## config.mk

```make
export PLATFORM = sky130hd
export DESIGN_NAME = pcs_core
export DESIGN_NICKNAME = d
export VERILOG_FILES = /design/src/rtl/pcs_pkg.sv /design/src/rtl/pcs_core.sv /design/src/rtl/pcs_stack.sv
export SDC_FILE = /design/constraint.sdc
export NUM_CORES = 1
export LEC_CHECK = 0
export BUFFER_PORTS_ARGS = -buffer_cell sky130_fd_sc_hd__buf_2
export CAP_MARGIN = 25
export CORE_UTILIZATION = 31
export DETAILED_ROUTE_END_ITERATION = 7
export SYNTH_ARGS = -nofsm -noshare
export SYNTH_HDL_FRONTEND = slang
export SYNTH_HIERARCHICAL = 1
export SYNTH_SLANG_ARGS = --single-unit
```

## constraint.sdc

```tcl
create_clock -name aclk -period 4.16 [get_ports aclk]
set_clock_uncertainty 0.15 [all_clocks]
set_input_delay 1.04 -clock aclk [delete_from_list [all_inputs] [get_ports aclk]]
set_output_delay 1.04 -clock aclk [all_outputs]
set_load 0.02 [all_outputs]
```

## src/rtl/pcs_pkg.sv

```systemverilog
package pcs_pkg;
  localparam int PC_W = 13;
  localparam int LOW_W = 8;
  localparam int LATCH_W = 5;
  localparam int PAGE_ADDR_W = 11;
  localparam int STK_DEPTH = 8;
  localparam int STK_PTR_W = 3;
  localparam int FILE_ADDR_W = 9;
  localparam int AXI_ADDR_W = 8;
  localparam int AXI_DATA_W = 32;
  localparam int PAGE_BIT = 3;
  localparam int BANK_BIT_POS = 7;

  localparam logic [PC_W-1:0] PC_STEP = 13'h0001;
  // interrupt vector value is an arbitrary default
  localparam logic [PC_W-1:0] INT_VECTOR = 13'h0004;
  localparam logic [LOW_W-1:0] IND_SELF_PTR = 8'h00;
  localparam logic [LOW_W-1:0] ZERO_BYTE = 8'h00;
  localparam logic [STK_PTR_W-1:0] STK_STEP = 3'h1;

  localparam logic [AXI_ADDR_W-1:0] OFF_PC_LOW_BYTE = 8'h00;
  localparam logic [AXI_ADDR_W-1:0] OFF_PC_HIGH_LATCH = 8'h04;
  localparam logic [AXI_ADDR_W-1:0] OFF_INDIRECT_POINTER = 8'h08;
  localparam logic [AXI_ADDR_W-1:0] OFF_STATUS = 8'h0C;

  localparam logic [1:0] RESP_OKAY = 2'h0;
  localparam logic [1:0] RESP_SLVERR = 2'h2;
endpackage : pcs_pkg

```

## src/rtl/pcs_core.sv

```systemverilog
// Contract
// - program counter is 13 bits and addresses program memory
// - low counter byte is readable and writable by software
// - counter bits 12..8 are never directly accessed, only loaded from the latch
// - every reset clears the whole counter
// - low byte write loads the byte plus latch bits 4..0 above it
// - call or jump loads 11 address bits plus latch bit 3, bit 12 cleared
// - return stack of 8 x 13 bits with hidden pointer
// - call or interrupt vectoring pushes the counter
// - any return pops the stack into the counter
// - push and pop leave the high latch unchanged
// - stack is circular, ninth push overwrites the first
// - no overflow or underflow flag exists
// - full 13-bit counter is pushed so returns restore the page
// - latch bit 4 is ignored for paging
// - indirect location redirects to the address in the pointer
// - indirect read with pointer zero returns 00h
// - indirect write to itself stores nothing
// - indirect address is bank bit over the 8-bit pointer
//
// The AXI4-Lite register port and the register addresses are this design's own decisions.
`timescale 1ns/1ns
`default_nettype none
module pcs_core (
  input wire logic aclk,
  input wire logic aresetn,
  input wire logic [pcs_pkg::AXI_ADDR_W-1:0] s_axi_awaddr,
  input wire logic s_axi_awvalid,
  output logic s_axi_awready,
  input wire logic [pcs_pkg::AXI_DATA_W-1:0] s_axi_wdata,
  input wire logic [3:0] s_axi_wstrb,
  input wire logic s_axi_wvalid,
  output logic s_axi_wready,
  output logic [1:0] s_axi_bresp,
  output logic s_axi_bvalid,
  input wire logic s_axi_bready,
  input wire logic [pcs_pkg::AXI_ADDR_W-1:0] s_axi_araddr,
  input wire logic s_axi_arvalid,
  output logic s_axi_arready,
  output logic [pcs_pkg::AXI_DATA_W-1:0] s_axi_rdata,
  output logic [1:0] s_axi_rresp,
  output logic s_axi_rvalid,
  input wire logic s_axi_rready,
  input wire logic pc_advance,
  input wire logic call_instr,
  input wire logic jump_instr,
  input wire logic int_vector_take,
  input wire logic return_instr,
  input wire logic return_literal_instr,
  input wire logic return_from_int_instr,
  input wire logic [pcs_pkg::PAGE_ADDR_W-1:0] addr_field,
  input wire logic ind_sel,
  input wire logic acc_rd,
  input wire logic acc_wr,
  input wire logic [pcs_pkg::FILE_ADDR_W-1:0] dir_addr,
  output logic [pcs_pkg::PC_W-1:0] pc,
  output logic [pcs_pkg::FILE_ADDR_W-1:0] eff_addr,
  output logic ind_rd_zero,
  output logic ind_wr_block
);
  import pcs_pkg::*;

  typedef struct packed {
    logic [PC_W-1:0] pc;
    logic [LATCH_W-1:0] high_latch;
    logic [LOW_W-1:0] pointer;
    logic bank;
    logic aw_held;
    logic [AXI_ADDR_W-1:0] aw_addr;
    logic w_held;
    logic [AXI_DATA_W-1:0] w_data;
    logic [3:0] w_strb;
    logic awready;
    logic wready;
    logic bvalid;
    logic [1:0] bresp;
    logic arready;
    logic rvalid;
    logic [AXI_DATA_W-1:0] rdata;
    logic [1:0] rresp;
    logic [FILE_ADDR_W-1:0] eff_addr;
    logic ind_rd_zero;
    logic ind_wr_block;
  } pcs_core_st_t;

  pcs_core_st_t s;
  pcs_core_st_t next_s;

  logic sw_low_wr;
  logic [LOW_W-1:0] sw_low_byte;
  logic stk_push;
  logic stk_pop;
  logic ret_go;
  logic [PC_W-1:0] stk_top;
  logic wr_commit;

  function automatic logic reg_known(input logic [AXI_ADDR_W-1:0] a);
    reg_known = (a == OFF_PC_LOW_BYTE) || (a == OFF_PC_HIGH_LATCH) ||
                (a == OFF_INDIRECT_POINTER) || (a == OFF_STATUS);
  endfunction : reg_known

  function automatic logic [PC_W-1:0] page_target(input logic [LATCH_W-1:0] lat,
                                                   input logic [PAGE_ADDR_W-1:0] a);
    // latch bit 4 dropped: a call or jump reaches only two pages of program memory
    page_target = {1'b0, lat[PAGE_BIT], a};
  endfunction : page_target

  assign ret_go = return_instr || return_literal_instr || return_from_int_instr;

  pcs_stack u_stack (
    .aclk(aclk),
    .aresetn(aresetn),
    .push(stk_push),
    .pop(stk_pop),
    .push_data(s.pc),
    .top(stk_top)
  );

  always_comb begin
    next_s = s;
    sw_low_wr = 1'b0;
    sw_low_byte = s.w_data[LOW_W-1:0];
    stk_push = 1'b0;
    stk_pop = 1'b0;
    wr_commit = 1'b0;

    // write channel: address and data taken independently
    if (s.bvalid && s_axi_bready) begin
      next_s.bvalid = 1'b0;
    end
    if (s.awready && s_axi_awvalid) begin
      next_s.aw_held = 1'b1;
      next_s.aw_addr = s_axi_awaddr;
    end
    if (s.wready && s_axi_wvalid) begin
      next_s.w_held = 1'b1;
      next_s.w_data = s_axi_wdata;
      next_s.w_strb = s_axi_wstrb;
    end
    if (next_s.aw_held && next_s.w_held && !next_s.bvalid) begin
      next_s.aw_held = 1'b0;
      next_s.w_held = 1'b0;
      next_s.bvalid = 1'b1;
      wr_commit = 1'b1;
      next_s.bresp = reg_known(next_s.aw_addr) ? RESP_OKAY : RESP_SLVERR;
      sw_low_byte = next_s.w_data[LOW_W-1:0];
      // only the low lane carries register bits
      if (next_s.w_strb[0]) begin
        if (next_s.aw_addr == OFF_PC_LOW_BYTE) begin
          sw_low_wr = 1'b1;
        end else if (next_s.aw_addr == OFF_PC_HIGH_LATCH) begin
          next_s.high_latch = next_s.w_data[LATCH_W-1:0];
        end else if (next_s.aw_addr == OFF_INDIRECT_POINTER) begin
          next_s.pointer = next_s.w_data[LOW_W-1:0];
        end
      end
      if (next_s.w_strb[0] && next_s.aw_addr == OFF_STATUS) begin
        next_s.bank = next_s.w_data[BANK_BIT_POS];
      end
    end
    next_s.awready = !next_s.aw_held && !next_s.bvalid;
    next_s.wready = !next_s.w_held && !next_s.bvalid;

    // read channel
    if (s.rvalid && s_axi_rready) begin
      next_s.rvalid = 1'b0;
      next_s.arready = 1'b1;
    end
    if (s.arready && s_axi_arvalid) begin
      next_s.arready = 1'b0;
      next_s.rvalid = 1'b1;
      next_s.rresp = reg_known(s_axi_araddr) ? RESP_OKAY : RESP_SLVERR;
      next_s.rdata = '0;
      // high counter bits have no read path at all
      if (s_axi_araddr == OFF_PC_LOW_BYTE) begin
        next_s.rdata[LOW_W-1:0] = s.pc[LOW_W-1:0];
      end else if (s_axi_araddr == OFF_PC_HIGH_LATCH) begin
        next_s.rdata[LATCH_W-1:0] = s.high_latch;
      end else if (s_axi_araddr == OFF_INDIRECT_POINTER) begin
        next_s.rdata[LOW_W-1:0] = s.pointer;
      end else if (s_axi_araddr == OFF_STATUS) begin
        next_s.rdata[BANK_BIT_POS] = s.bank;
      end
    end
    next_s.arready = !next_s.rvalid;

    // counter sequencing; a software load wins over the core that cycle
    if (sw_low_wr) begin
      // no carry path: the high part always comes from the latch
      next_s.pc = {s.high_latch, sw_low_byte};
    end else if (int_vector_take) begin
      stk_push = 1'b1;
      next_s.pc = INT_VECTOR;
    end else if (call_instr) begin
      stk_push = 1'b1;
      next_s.pc = page_target(s.high_latch, addr_field);
    end else if (jump_instr) begin
      next_s.pc = page_target(s.high_latch, addr_field);
    end else if (ret_go) begin
      stk_pop = 1'b1;
      next_s.pc = stk_top;
    end else if (pc_advance) begin
      next_s.pc = s.pc + PC_STEP;
    end

    // indirect operand redirection
    next_s.eff_addr = ind_sel ? {s.bank, s.pointer} : dir_addr;
    next_s.ind_rd_zero = ind_sel && acc_rd && (s.pointer == IND_SELF_PTR);
    next_s.ind_wr_block = ind_sel && acc_wr && (s.pointer == IND_SELF_PTR);
  end

  always_ff @(posedge aclk) begin
    if (!aresetn) begin
      s <= '0;
    end else begin
      s <= next_s;
    end
  end

  assign s_axi_awready = s.awready;
  assign s_axi_wready = s.wready;
  assign s_axi_bvalid = s.bvalid;
  assign s_axi_bresp = s.bresp;
  assign s_axi_arready = s.arready;
  assign s_axi_rvalid = s.rvalid;
  assign s_axi_rdata = s.rdata;
  assign s_axi_rresp = s.rresp;
  assign pc = s.pc;
  assign eff_addr = s.eff_addr;
  // data path zeroes the read word when this is high
  assign ind_rd_zero = s.ind_rd_zero;
  assign ind_wr_block = s.ind_wr_block;

  // helpers for checks
  logic call_go;
  logic core_idle;
  logic latch_wr;
  logic int_go;
  logic branch_go;
  logic adv_go;
  logic ret_only;
  logic rd_take;
  logic ind_self;
  assign call_go = call_instr && !int_vector_take && !sw_low_wr;
  assign core_idle = !sw_low_wr && !int_vector_take && !call_instr && !jump_instr && !ret_go && !pc_advance;
  // a software write is the only legal way to change the latch
  assign latch_wr = wr_commit && next_s.w_strb[0] && next_s.aw_addr == OFF_PC_HIGH_LATCH;
  assign int_go = int_vector_take && !sw_low_wr;
  assign branch_go = (call_instr || jump_instr) && !int_vector_take && !sw_low_wr;
  assign adv_go = pc_advance && !sw_low_wr && !int_vector_take && !call_instr && !jump_instr && !ret_go;
  assign ret_only = ret_go && !sw_low_wr && !int_vector_take && !call_instr && !jump_instr;
  assign rd_take = s.arready && s_axi_arvalid;
  assign ind_self = ind_sel && s.pointer == IND_SELF_PTR;
endmodule : pcs_core
`default_nettype wire

```

## src/rtl/pcs_stack.sv

```systemverilog
`timescale 1ns/1ns
`default_nettype none
module pcs_stack (
  input wire logic aclk,
  input wire logic aresetn,
  input wire logic push,
  input wire logic pop,
  input wire logic [pcs_pkg::PC_W-1:0] push_data,
  output logic [pcs_pkg::PC_W-1:0] top
);
  import pcs_pkg::*;

  typedef struct packed {
    logic [STK_DEPTH-1:0][PC_W-1:0] slot;
    logic [STK_PTR_W-1:0] ptr;
  } pcs_stack_st_t;

  pcs_stack_st_t s;
  pcs_stack_st_t next_s;

  // pointer is internal only, no port reads or writes it
  always_comb begin
    next_s = s;
    top = s.slot[s.ptr - STK_STEP];
    if (push) begin
      next_s.slot[s.ptr] = push_data;
      next_s.ptr = s.ptr + STK_STEP;
    end else if (pop) begin
      // empty pop wraps and hands back a stale slot, no error
      next_s.ptr = s.ptr - STK_STEP;
    end
  end

  always_ff @(posedge aclk) begin
    if (!aresetn) begin
      s <= '0;
    end else begin
      s <= next_s;
    end
  end
endmodule : pcs_stack
`default_nettype wire
```

Word level (Yosys, flattened, before mapping)
Index checks and enable logic that the tools add are counted.
Operators by class
  add/sub/neg operators: 3
  order comparisons: 3
  bitwise logic cells: 2
  muxes and demuxes: 42
  shift operators: 0
  reduce and logical (&&, ||, !) cells: 36
  div/mod/pow operators: 0
  equality and inequality tests: 6
  multipliers: 0
Operators by type and width (count)
  bitwise mux 104 bit: 1
  two-way mux 13 bit: 8
  binary-select mux 13 bit (select 3 bit): 1
  demux 13 bit (select 3 bit): 1
  two-way mux 37 bit: 1
  two-way mux 35 bit: 1
  == test 8 x 4 -> 1 bit (second input constant): 4
  logical NOT 8 bit: 3
  two-way mux 9 bit: 2
  two-way mux 1 bit: 17
  == test 8 x 3 -> 1 bit (second input constant): 2
  two-way mux 8 bit: 2
  logical AND 1 bit: 15
  adder 13 x 1 -> 13 bit (second input constant): 1
  two-way mux 3 bit: 4
  logical OR 1 bit: 8
  < comparator 3 x 4 -> 1 bit (second input constant): 2
  two-way mux 7 bit: 1
  nonzero test 6 bit: 1
  logical NOT 1 bit: 5
  two-way mux 5 bit: 1
  AND reduction 5 bit: 1
  two-way mux 2 bit: 2
  AND reduction 4 bit: 1
  6 further kinds: 7
Storage, ports and cells
  memory bits (read-only): 0
  output and inout bits: 65
  logic and storage cells: 123
  memories: 0
  bits in registers: 208
  latch bits: 0
  bits in writable memories: 0
  input port bits: 89

Logic depth before layout (Yosys ltp)
Gate-level depths: netlist of the first run.
  depth in word-level cells: 10
  depth in mapped cells: 13

Modules after synthesis
The synthesis of the first run kept the hierarchy.
Modules (own cells, without submodules)
  pcs_stack: area each 4951.0 µm², cells an instance 633, times used 1, seq. area each 2142.1 µm²
  pcs_core: area each 4136.5 µm², cells an instance 480, times used 1, seq. area each 1441.4 µm²

Least setup slack after synthesis of the first run
No wires, ideal clock.
  path type: input to register
  from: input s_axi_awaddr[6] (netlist name)
  to: register u_stack/s[100] (netlist name)
  arrival: 3.198 ns
  slack: 0.742 ns
  stages: 12
  data required time: 3.940 ns
  cells stage by stage: nor4_4 -> nand3_4 -> a2111oi_4 -> buf_6 -> clkbuf_8 -> nor2_1 -> buf_2 -> buf_2 -> nand4_1 -> clkbuf_1 -> nand2_1 -> a21oi_1
On the way
  word-level cells in the longest chain between the ends: 6
RTL lines
  start: declaration: RTL line pcs_core.sv:27  | input wire logic [pcs_pkg::AXI_ADDR_W-1:0] s_axi_awaddr,
  two-way mux 9 bit: RTL line pcs_core.sv:131  | if (s.awready && s_axi_awvalid) begin
  logical NOT 8 bit: RTL line pcs_core.sv:149  | if (next_s.aw_addr == OFF_PC_LOW_BYTE) begin
  two-way mux 1 bit: RTL line pcs_core.sv:149
  two-way mux 1 bit: RTL line pcs_core.sv:148  | if (next_s.w_strb[0]) begin
  two-way mux 1 bit: RTL line pcs_core.sv:140  | if (next_s.aw_held && next_s.w_held && !next_s.bvalid) begin
  two-way mux 1 bit: RTL line pcs_core.sv:188  | if (sw_low_wr) begin
  net stk_push: RTL line pcs_core.sv:91  | logic stk_push;
  end signal: assignment: RTL line pcs_stack.sv:38  | s <= next_s;
  end: declaration: RTL line pcs_stack.sv:18  | pcs_stack_st_t s;
The timed path passes the listed nets, and every way through them passes these cells.
A chain may end at the register's enable or synchronous reset.

Final worst setup path of the first run
  from: input s_axi_awvalid
  to: register u_stack/s[71] (netlist name)
On the way
  word-level cells in the longest chain between the ends: 7
  elaborated cells on any way between the ends: 9
RTL lines
  start: declaration: RTL line pcs_core.sv:28  | input wire logic s_axi_awvalid,
  logical AND 1 bit *: RTL line pcs_core.sv:131
  two-way mux 9 bit *: RTL line pcs_core.sv:131
  logical NOT 8 bit: RTL line pcs_core.sv:149
  two-way mux 1 bit: RTL line pcs_core.sv:149
  two-way mux 1 bit: RTL line pcs_core.sv:148
  two-way mux 1 bit *: RTL line pcs_core.sv:140
  two-way mux 1 bit *: RTL line pcs_core.sv:188
  net stk_push: RTL line pcs_core.sv:91
The timed path passes the listed nets; every way through them passes the cells marked *.

==> impl_summary.txt, run 1 <==
----------------------------------------------------
[GRT]
  Congestion Overflow GR ... 0
  Antenna violations before repair ... 1
  GRT Resource Usage Total ... 16.5%
  Via count of the first global-routing pass ... around 7,200
  Largest net degree at the start of global routing ... between 50 and 60
  Global-route wire length before repair ... around 40,000 µm

[Clock tree]
  TritonCTS clock tree ... built
  Clock sink count ... approximately 180
  Root buf cell ... sky130_fd_sc_hd__clkbuf_16
  Longest Clk Path Bufs ... 2
  Post-CTS Hold Buffers ... 0
  Post-cts gate resize count ... 0
  Clock transition at the registers of the reported paths ... around 0.07 ns
  Num CTS Buffers ... 17
  Setup bufs post-CTS ... 0
  Deepest level of the CTS H-tree ... 4
  Worst-Skew Late Latency ... roughly 0.43 ns

[Placed design]
  RD Place Congestion ... approximately 0.8
  Number of buffers inserted by port buffering ... 100
  Worst Setup Slack post-DPL ... 0.430 ns
  Cell area reported after detailed placement ... approximately 9500 µm²
  Detailed-placement wirelength estimate ... approximately 17,000 µm

[Setup path]
  Worst Setup End Kind ... flip-flop
  Peak per-stage delay on the critical path ... approximately 0.63 ns
  Reg2Reg Depth ... 10
  Arrival @ worst endpoint ... between 3 and 4 ns
  Reg-to-reg critical path startpoint ... u_stack/s[1]
  Kind of start point of the critical path ... input port
  Required time at the worst-slack endpoint ... 4.28 ns
  Gate family responsible for the most delay along the worst path ... simple AND/OR/NAND/NOR gates
  Max FO, Critical Path ... 21
  Buf/Inv on CP ... 2
  CP Class ... in -> reg
  Endpoint of the most critical register-to-register path ... pc[3]
  Max stage delay cell, worst path ... sky130_fd_sc_hd__nand4b_1
  Reg2reg setup slack ... just over 0.9 ns
  Critical-path cell list ... buf_2 -> and2_2 -> o21ai_2 -> a2111oi_4 -> nor2_1 -> buf_4 -> nand4b_1 -> nand2_1 -> a21oi_1

[Logic synthesis]
  Mean instance size in the synthesized netlist ... ~8.2 µm²
  Adder-cell share of the synthesized area ... less than 1%
  Parity-gate share of the synthesized area counting xor and xnor cells ... under 10%
  Dominant combinational cell family by area after synthesis ... simple AND/OR/NAND/NOR gates
  Synth warnings ... 6
  FF+latch count, synth ... 179
  Distinct cells, synth ... between 70 and 80
  Netlist Area Pre-Place ... 9090 µm²
  Predominant post-synthesis flop cell ... sky130_fd_sc_hd__dfxtp_1
  Cell count after synthesis ... 1,113
  Fraction of registers with async set or reset after synthesis ... 0%
  Fraction of the mapped netlist area in compound gates ... between 10% and 20%
  Mux contribution to synthesized area ... a little under a tenth
  Synthesized-area fraction occupied by and/or/nand/nor cells ... between 20 and 25%
  Sequential-to-total area share from yosys stat ... just under 40%
  Post-synth EDFFs ... 0

[Die]
  Site Rows ... 62
  Core area ... around 29,000 µm²
  Vert. Die Dim ... between 150 and 200 µm
  Count of boundary I/O pins ... around 150
  Horizontal extent of the die ... roughly 170 µm
  Die Footprint ... 30,000 µm²
  Starting utilization of the core area ... 31.6%

[Drt]
  Antenna viol nets, final ... 0
  Initial drt markers ... 619
  Wire length per cell ... approximately 16 µm
  Via count ... just under 8,000
  Via-to-Cell Ratio ... just over 5
  First drt pass iteration count ... 6
  DRC ... 0
  Total routed wirelength ... between 20,000 and 25,000 µm

[Min path]
  Start point of the worst hold path ... u_stack/s[21]
  Hold Path Class ... reg -> reg
  End of the worst hold path ... u_stack/s[21]
  Instance count along the most critical hold path ... 2

[STA]
  Shortest period the worst path allows ... 3.32 ns
  Total count of hold-check failures in the final report ... 0
  Worst rel slew slack ... 36.0%
  Period Utilization, post-route ... about four fifths
  Setup repair after global routing missed its margin ... false
  Setup total negative slack ... 0 ns
  Maximum operating frequency ... 0.301 GHz
  Max-slew violations ... 0
  Slew at the pin closest to its max-slew limit ... 0.958 ns
  Final setup fails ... 0
  Least setup slack across all paths after layout ... between 0.8 and 0.9 ns

[Pwr]
  Leakage power of the design ... 3.67 nW
  PD cells ... approximately 400 nW/µm²
  Maximum vdd drop ... between 0.2 and 0.3 mV
  Power consumption ... 0.00411 W

[Finish]
  Nets ... approximately 1,200
  Fill cell count ... 3,009
  Total area of sequential cells ... roughly 3600 µm²
  Proportion of layout cells with a drive suffix above 1 ... ~17%
  Multi-input gate area ... about 4700 µm²
  Area grow syn2layout ... 10.6%
  Total non-filler cell area in the finished layout ... 10,000 µm²

[Job]
  Count of max-cap constraint violations ... 0

[Run status]
  Status ... finished clean

----------------------------------------------------
## registers in the layout, summed over array words and instances (netlist names)
signal         count
eff_addr           9
s_axi_arready      1
s_axi_awready      1
s_axi_wready       1
s_axi_rvalid       1
s_axi_bvalid       1
pc                13
s_axi_rdata        8
s                 33
ind_wr_block       1
s_axi_bresp        1
ind_rd_zero        1
s_axi_rresp        1
u_stack/s        107
## cell families (layout without fill, tap and decap cells)
| kind of cell | count (synthesis) | after routing |
|---|---|---|
| AOI/OAI and AO/OA | 214 | 214 |
| other | 1 | 27 |
| DFF | 179 | 179 |
| xor gates and xnor gates | 10 | 10 |
| adders and majority gates | 3 | 3 |
| buffers and inverters | 153 | 167 |
| and+or+nand+nor | 468 | 468 |
| muxes | 85 | 85 |
## cells in the final DEF (no fill, tap or decap), types with 4 or more instances in the layout
cell type and n:
sky130_fd_sc_hd__a21oi_1 130, sky130_fd_sc_hd__buf_4 24, sky130_fd_sc_hd__dfxtp_1 179, sky130_fd_sc_hd__nand4b_1 4
sky130_fd_sc_hd__a211oi_1 17, sky130_fd_sc_hd__xnor2_1 5, sky130_fd_sc_hd__clkinv_4 4, sky130_fd_sc_hd__clkbuf_16 17
sky130_fd_sc_hd__and4b_1 4, sky130_fd_sc_hd__conb_1 26, sky130_fd_sc_hd__a31oi_1 4, sky130_fd_sc_hd__nor2_1 71
sky130_fd_sc_hd__o21ai_0 18, sky130_fd_sc_hd__inv_1 6, sky130_fd_sc_hd__mux2i_1 84, sky130_fd_sc_hd__and2_1 4
sky130_fd_sc_hd__buf_2 100, sky130_fd_sc_hd__nor3_1 9, sky130_fd_sc_hd__nand2_1 251, sky130_fd_sc_hd__and2_2 4
sky130_fd_sc_hd__and3_1 6, sky130_fd_sc_hd__and4_1 16, sky130_fd_sc_hd__nor4_1 6, sky130_fd_sc_hd__nand3_1 61
sky130_fd_sc_hd__a22oi_1 8
## worst max-delay path by stage
stage	start	endpoint	slack (ns)	cells past startpoint
after floorplan	s_axi_awaddr[6]	u_stack/s[100]	0.74	12
after global placement	s_axi_awvalid	u_stack/s[15]	0.44	9
after detailed placement	s_axi_awvalid	u_stack/s[14]	0.43	9
after CTS	s_axi_awvalid	u_stack/s[3]	0.88	9
after global routing	s_axi_awvalid	u_stack/s[71]	0.72	9
final	s_axi_awvalid	u_stack/s[71]	0.84	9
## worst reg2reg max path, stage by stage, from the launching register on
cell and delay, ns:
sky130_fd_sc_hd__dfxtp_1 0.70, sky130_fd_sc_hd__inv_1 0.16, sky130_fd_sc_hd__ha_4 0.61, sky130_fd_sc_hd__buf_4 0.35, sky130_fd_sc_hd__mux2i_1 0.24, sky130_fd_sc_hd__nand3_1 0.09, sky130_fd_sc_hd__and4_1 0.19, sky130_fd_sc_hd__o21ai_0 0.17
sky130_fd_sc_hd__a21oi_1 0.05, sky130_fd_sc_hd__o21ai_0 0.28, sky130_fd_sc_hd__a221oi_2 0.11
## where the power goes
group	internal, W	switching, W
clock network	0.000814	0.000725
logic	0.000277	0.000482
registers	0.00176	0.0000531
total	0.00285	0.00126
## final cells by class
class,instances,share of cell area (%)
Clock inverter,11,0.959
Inverter,9,0.336
Sequential cell,179,35.7
Timing Repair Buffer,126,7.17
Antenna cell,1,0.0249
Multi-Input combinational cell,806,46.5
Clock buffer,21,4.58
Tap cell,384,4.78
## Yosys cell counts, types with 4 or more instances
cell                       instances  area share, %
sky130_fd_sc_hd__nand2_1         251             10
sky130_fd_sc_hd__dfxtp_1         179             39
sky130_fd_sc_hd__a21oi_1         130            7.2
sky130_fd_sc_hd__mux2i_1          84            9.3
sky130_fd_sc_hd__nor2_1           71            2.9
sky130_fd_sc_hd__buf_4            70            5.8
sky130_fd_sc_hd__nand3_1          61            3.4
sky130_fd_sc_hd__clkbuf_1         30            1.2
sky130_fd_sc_hd__buf_2            29            1.6
sky130_fd_sc_hd__o21ai_0          18           0.99
sky130_fd_sc_hd__a211oi_1         17            1.4
sky130_fd_sc_hd__and4_1           16            1.5
sky130_fd_sc_hd__nor3_1           10           0.55
sky130_fd_sc_hd__a22oi_1           8           0.66
sky130_fd_sc_hd__buf_1             7           0.29
sky130_fd_sc_hd__and3_1            6           0.41
sky130_fd_sc_hd__inv_1             6           0.25
sky130_fd_sc_hd__nor4_1            6           0.41
sky130_fd_sc_hd__xnor2_1           5           0.48
sky130_fd_sc_hd__a31oi_1           4           0.28
sky130_fd_sc_hd__and2_1            4           0.28
sky130_fd_sc_hd__and2_2            4           0.33
sky130_fd_sc_hd__and4b_1           4           0.44
sky130_fd_sc_hd__clkbuf_8          4           0.61
sky130_fd_sc_hd__nand4b_1          4           0.39
## metal layers
layer	wire length, µm	vias up	track usage, %	part of all wire [%]
li1	-	3811	-	-
met1	11600	3663	22.4	47
met5	0	-	0	0
met3	1280	13	3.11	5.2
met2	11500	258	26.9	47
met4	160	0	3.69	0.65
## stage by stage
step / cells / hold slack (ns) / util, %
3_3_place_gp: 1504 / 0.291 / 33.0
3_5_place_dp: 1504 / 0.297 / 33.0
2_1_floorplan: 1138 / 0.286 / -
6_report: 1537 / 0.304 / 34.9
4_1_cts: 1536 / 0.307 / 34.9
5_1_grt: 1537 / 0.320 / 34.9
Note: power is estimated with default switching activity, not from simulation.
==> inputs of run 2 (changes only) <==
==> constraint.sdc (replaced) <==
create_clock -name aclk -period 3.1 [get_ports aclk]
set_clock_uncertainty 0.15 [all_clocks]
set_input_delay 0.775 -clock aclk [delete_from_list [all_inputs] [get_ports aclk]]
set_output_delay 0.775 -clock aclk [all_outputs]
set_load 0.02 [all_outputs]
==> impl_summary.txt, run 2 (synthesis gave the netlist of run 1 again) <==
----------------------------------------------------
[Run status]
  Status ... finished clean (unchanged)

[STA]
  Final setup fails ... 0 (unchanged)
  Maximum operating frequency ... between 0.3 and 0.4 GHz
  Worst hold slack after final layout ... 0.302 ns (was 0.304 ns)
  Setup repair after global routing missed its margin ... false (unchanged)
  Slew at the pin closest to its max-slew limit ... 0.706 ns (was 0.958 ns)
  Total count of hold-check failures in the final report ... 0 (unchanged)
  Worst rel slew slack ... 51.7% (was 36.0%)
  Period Utilization, post-route ... 84.1%
  Max-slew violations ... 0 (unchanged)
  Shortest period the worst path allows ... ~2.6 ns
  Setup total negative slack ... 0 ns (unchanged)

[Finish]
  Fill cell count ... 2,947 (was 3,009)
  Area grow syn2layout ... 14.5% (was 10.6%)
  Number of antenna cells inserted ... 0 (was 1)
  Total non-filler cell area in the finished layout ... 10,400 µm² (was 10,000 µm²)
  Top library cells by usage in the layout, fill and taps aside ... 251 x sky130_fd_sc_hd__nand2_1, 179 x sky130_fd_sc_hd__dfxtp_1, 130 x sky130_fd_sc_hd__a21oi_1 (unchanged)
  Nets ... 1,265 (was 1,231)
  Max reg flops ... 107 (unchanged)
  Proportion of layout cells with a drive suffix above 1 ... 19.3% (was 16.9%)
  Register bank with the most flops ... u_stack/s (unchanged)
  Most common library cell in the layout ignoring fill and taps ... sky130_fd_sc_hd__nand2_1 (unchanged)

[Clock tree]
  Longest Clk Path Bufs ... 2 (unchanged)
  Worst-Skew Late Latency ... 0.44 ns (was 0.43 ns)
  Clock sink count ... 179 (unchanged)
  Num CTS Buffers ... 17 (unchanged)
  Root buf cell ... sky130_fd_sc_hd__clkbuf_16 (unchanged)
  TritonCTS clock tree ... built (unchanged)
  Clock transition at the registers of the reported paths ... 0.07 ns (about the same)
  Post-CTS Hold Buffers ... 0 (unchanged)
  Deepest level of the CTS H-tree ... 4 (unchanged)
  Post-cts gate resize count ... 0 (unchanged)
  Setup bufs post-CTS ... 0 (unchanged)

[Pwr]
  Switching part of the total power ... 29.7% (was 30.7%)
  Power consumption ... 0.00557 W (was 0.00411 W)
  Power dissipated by switching net loads ... 0.00166 W (was 0.00126 W)
  Maximum vdd drop ... 0.376 mV (was 0.263 mV)
  Share of power burned in combinational logic ... 20.1% (was 18.5%)
  Power share of the sequential group ... 42.9% (was 44.1%)
  PD cells ... 536 nW/µm² (was 409 nW/µm²)
  Leakage power of the design ... 3.88 nW (was 3.67 nW)
  Relative contribution of the clock network to total power ... 37.0% (was 37.5%)
  Internal Power ... 0.00392 W (was 0.00285 W)

[Die]
  Vert. Die Dim ... 173 µm (unchanged)
  Starting utilization of the core area ... 31.6% (unchanged)
  Count of boundary I/O pins ... 154 (unchanged)
  Site Rows ... 62 (unchanged)
  Die Footprint ... 30,000 µm² (unchanged)
  Horizontal extent of the die ... 173 µm (unchanged)
  Core area ... 28,800 µm² (unchanged)

[Drt]
  Metal3 WL ... 1190 µm (was 1280 µm)
  Wire length per cell ... 15.6 µm (was 15.9 µm)
  Met1 WL ... 11,400 µm (was 11,600 µm)
  Top layer reached by signal wires ... met4 (unchanged)
  Via-to-Cell Ratio ... 4.98 (was 5.04)
  DRC ... 0 (unchanged)
  Via count ... 7,812 (was 7,745)
  Met2 layer wire length in the routed design ... 11,600 µm (was 11,500 µm)
  Antenna viol nets, final ... 0 (unchanged)
  First drt pass iteration count ... 5 (was 6)
  Total routed wirelength ... 24,400 µm (was 24,500 µm)
  Initial drt markers ... 631 (was 619)

[Setup path]
  Buf/Inv on CP ... 2 (unchanged)
  Max FO, Critical Path ... 21 (unchanged)
  Kind of start point of the critical path ... flip-flop (was input port)
  Arrival @ worst endpoint ... 2.77 ns (was 3.43 ns)
  Reg2reg setup slack ... 0.49 ns (was 0.93 ns)
  Gate family responsible for the most delay along the worst path ... compound AO/OA/AOI/OAI gates (was simple AND/OR/NAND/NOR gates)
  Required time at the worst-slack endpoint ... 3.27 ns (was 4.28 ns)
  Max stage delay cell, worst path ... sky130_fd_sc_hd__ha_4 (was sky130_fd_sc_hd__nand4b_1)
  CP Class ... reg -> reg (was in -> reg)
  Critical-path cell list ... inv_1 -> ha_4 -> buf_12 -> mux2i_1 -> nand3_1 -> and4_1 -> a32o_1 -> o311a_2 (was buf_2 -> and2_2 -> o21ai_2 -> a2111oi_4 -> nor2_1 -> buf_4 -> nand4b_1 -> nand2_1 -> a21oi_1)
  Worst Setup End Kind ... flip-flop (unchanged)
  Peak per-stage delay on the critical path ... 0.54 ns (was 0.63 ns)

[Placed design]
  Detailed-placement wirelength estimate ... 17,300 µm (was 17,000 µm)
  RD Place Congestion ... 0.780 (was 0.805)
  Cell area reported after detailed placement ... 9850 µm² (was 9490 µm²)
  Number of buffers inserted by port buffering ... 100 (unchanged)

[Min path]
  Hold Path Class ... reg -> reg (unchanged)

[GRT]
  GRT Resource Usage Total ... 16.4% (was 16.5%)
  Global-route wire length before repair ... 39,500 µm (was 39,600 µm)
  Largest net degree at the start of global routing ... 108 (was 53)
  Congestion Overflow GR ... 0 (unchanged)
  Antenna violations before repair ... 0 (was 1)
  Via count of the first global-routing pass ... 7,288 (was 7,230)

[Job]
  Count of max-cap constraint violations ... 0 (unchanged)

----------------------------------------------------
-- run 2: stage by stage --
step | worst slack [ns] | std cells | utilization, %
3_3_place_gp | 0.143 | 1537 | 34.2
3_5_place_dp | 0.0983 | 1538 | 34.2
4_1_cts | 0.490 | 1570 | 36.1
6_report | 0.493 | 1570 | 36.1
5_1_grt | 0.327 | 1570 | 36.1
2_1_floorplan | 0.0186 | 1138 | -
-- run 2: path summary, 6_finish.rpt --
kind	startpoint	end	depth (start not counted)
hold reg to reg	u_stack/s[9]	u_stack/s[9]	2
setup / recovery	u_stack/s[1]	pc[12]	8
setup reg to reg	u_stack/s[1]	pc[12]	8
hold / removal	u_stack/s[9]	u_stack/s[9]	2
-- run 2: final cells by class --
type / count / area, µm² / share of cell area (%)
multi-input cells: 806 / 4670 / 44.9
inverters: 9 / 33.8 / 0.325
repair buffers: 160 / 1080 / 10.4
well taps: 384 / 480 / 4.62
clock buffers: 20 / 447 / 4.29
flip-flops and latches: 179 / 3580 / 34.4
clock inverters: 12 / 106 / 1.02
-- run 2: per-layer routing --
metal	up-vias	track usage (%)
met4	0	4.42
met3	21	3.16
li1	3887	-
met2	230	27.6
met5	-	0
met1	3674	21.3
-- run 2: tightest hold or removal path, cell delays in order, from the launching register on --
cell and delay, ns:
sky130_fd_sc_hd__dfxtp_1 0.31, sky130_fd_sc_hd__nand2_1 0.05, sky130_fd_sc_hd__a21oi_1 0.05
-- run 2: power by group through the flow --
stage,Clock (W),Combinational [W],Sequential (W)
global route,0.00220,0.00121,0.00240
floorplan,0,0.000770,0.00246
detailed placement,0,0.00111,0.00245
CTS,0.00210,0.00112,0.00239
global placement,0,0.00110,0.00244
finish,0.00206,0.00112,0.00239
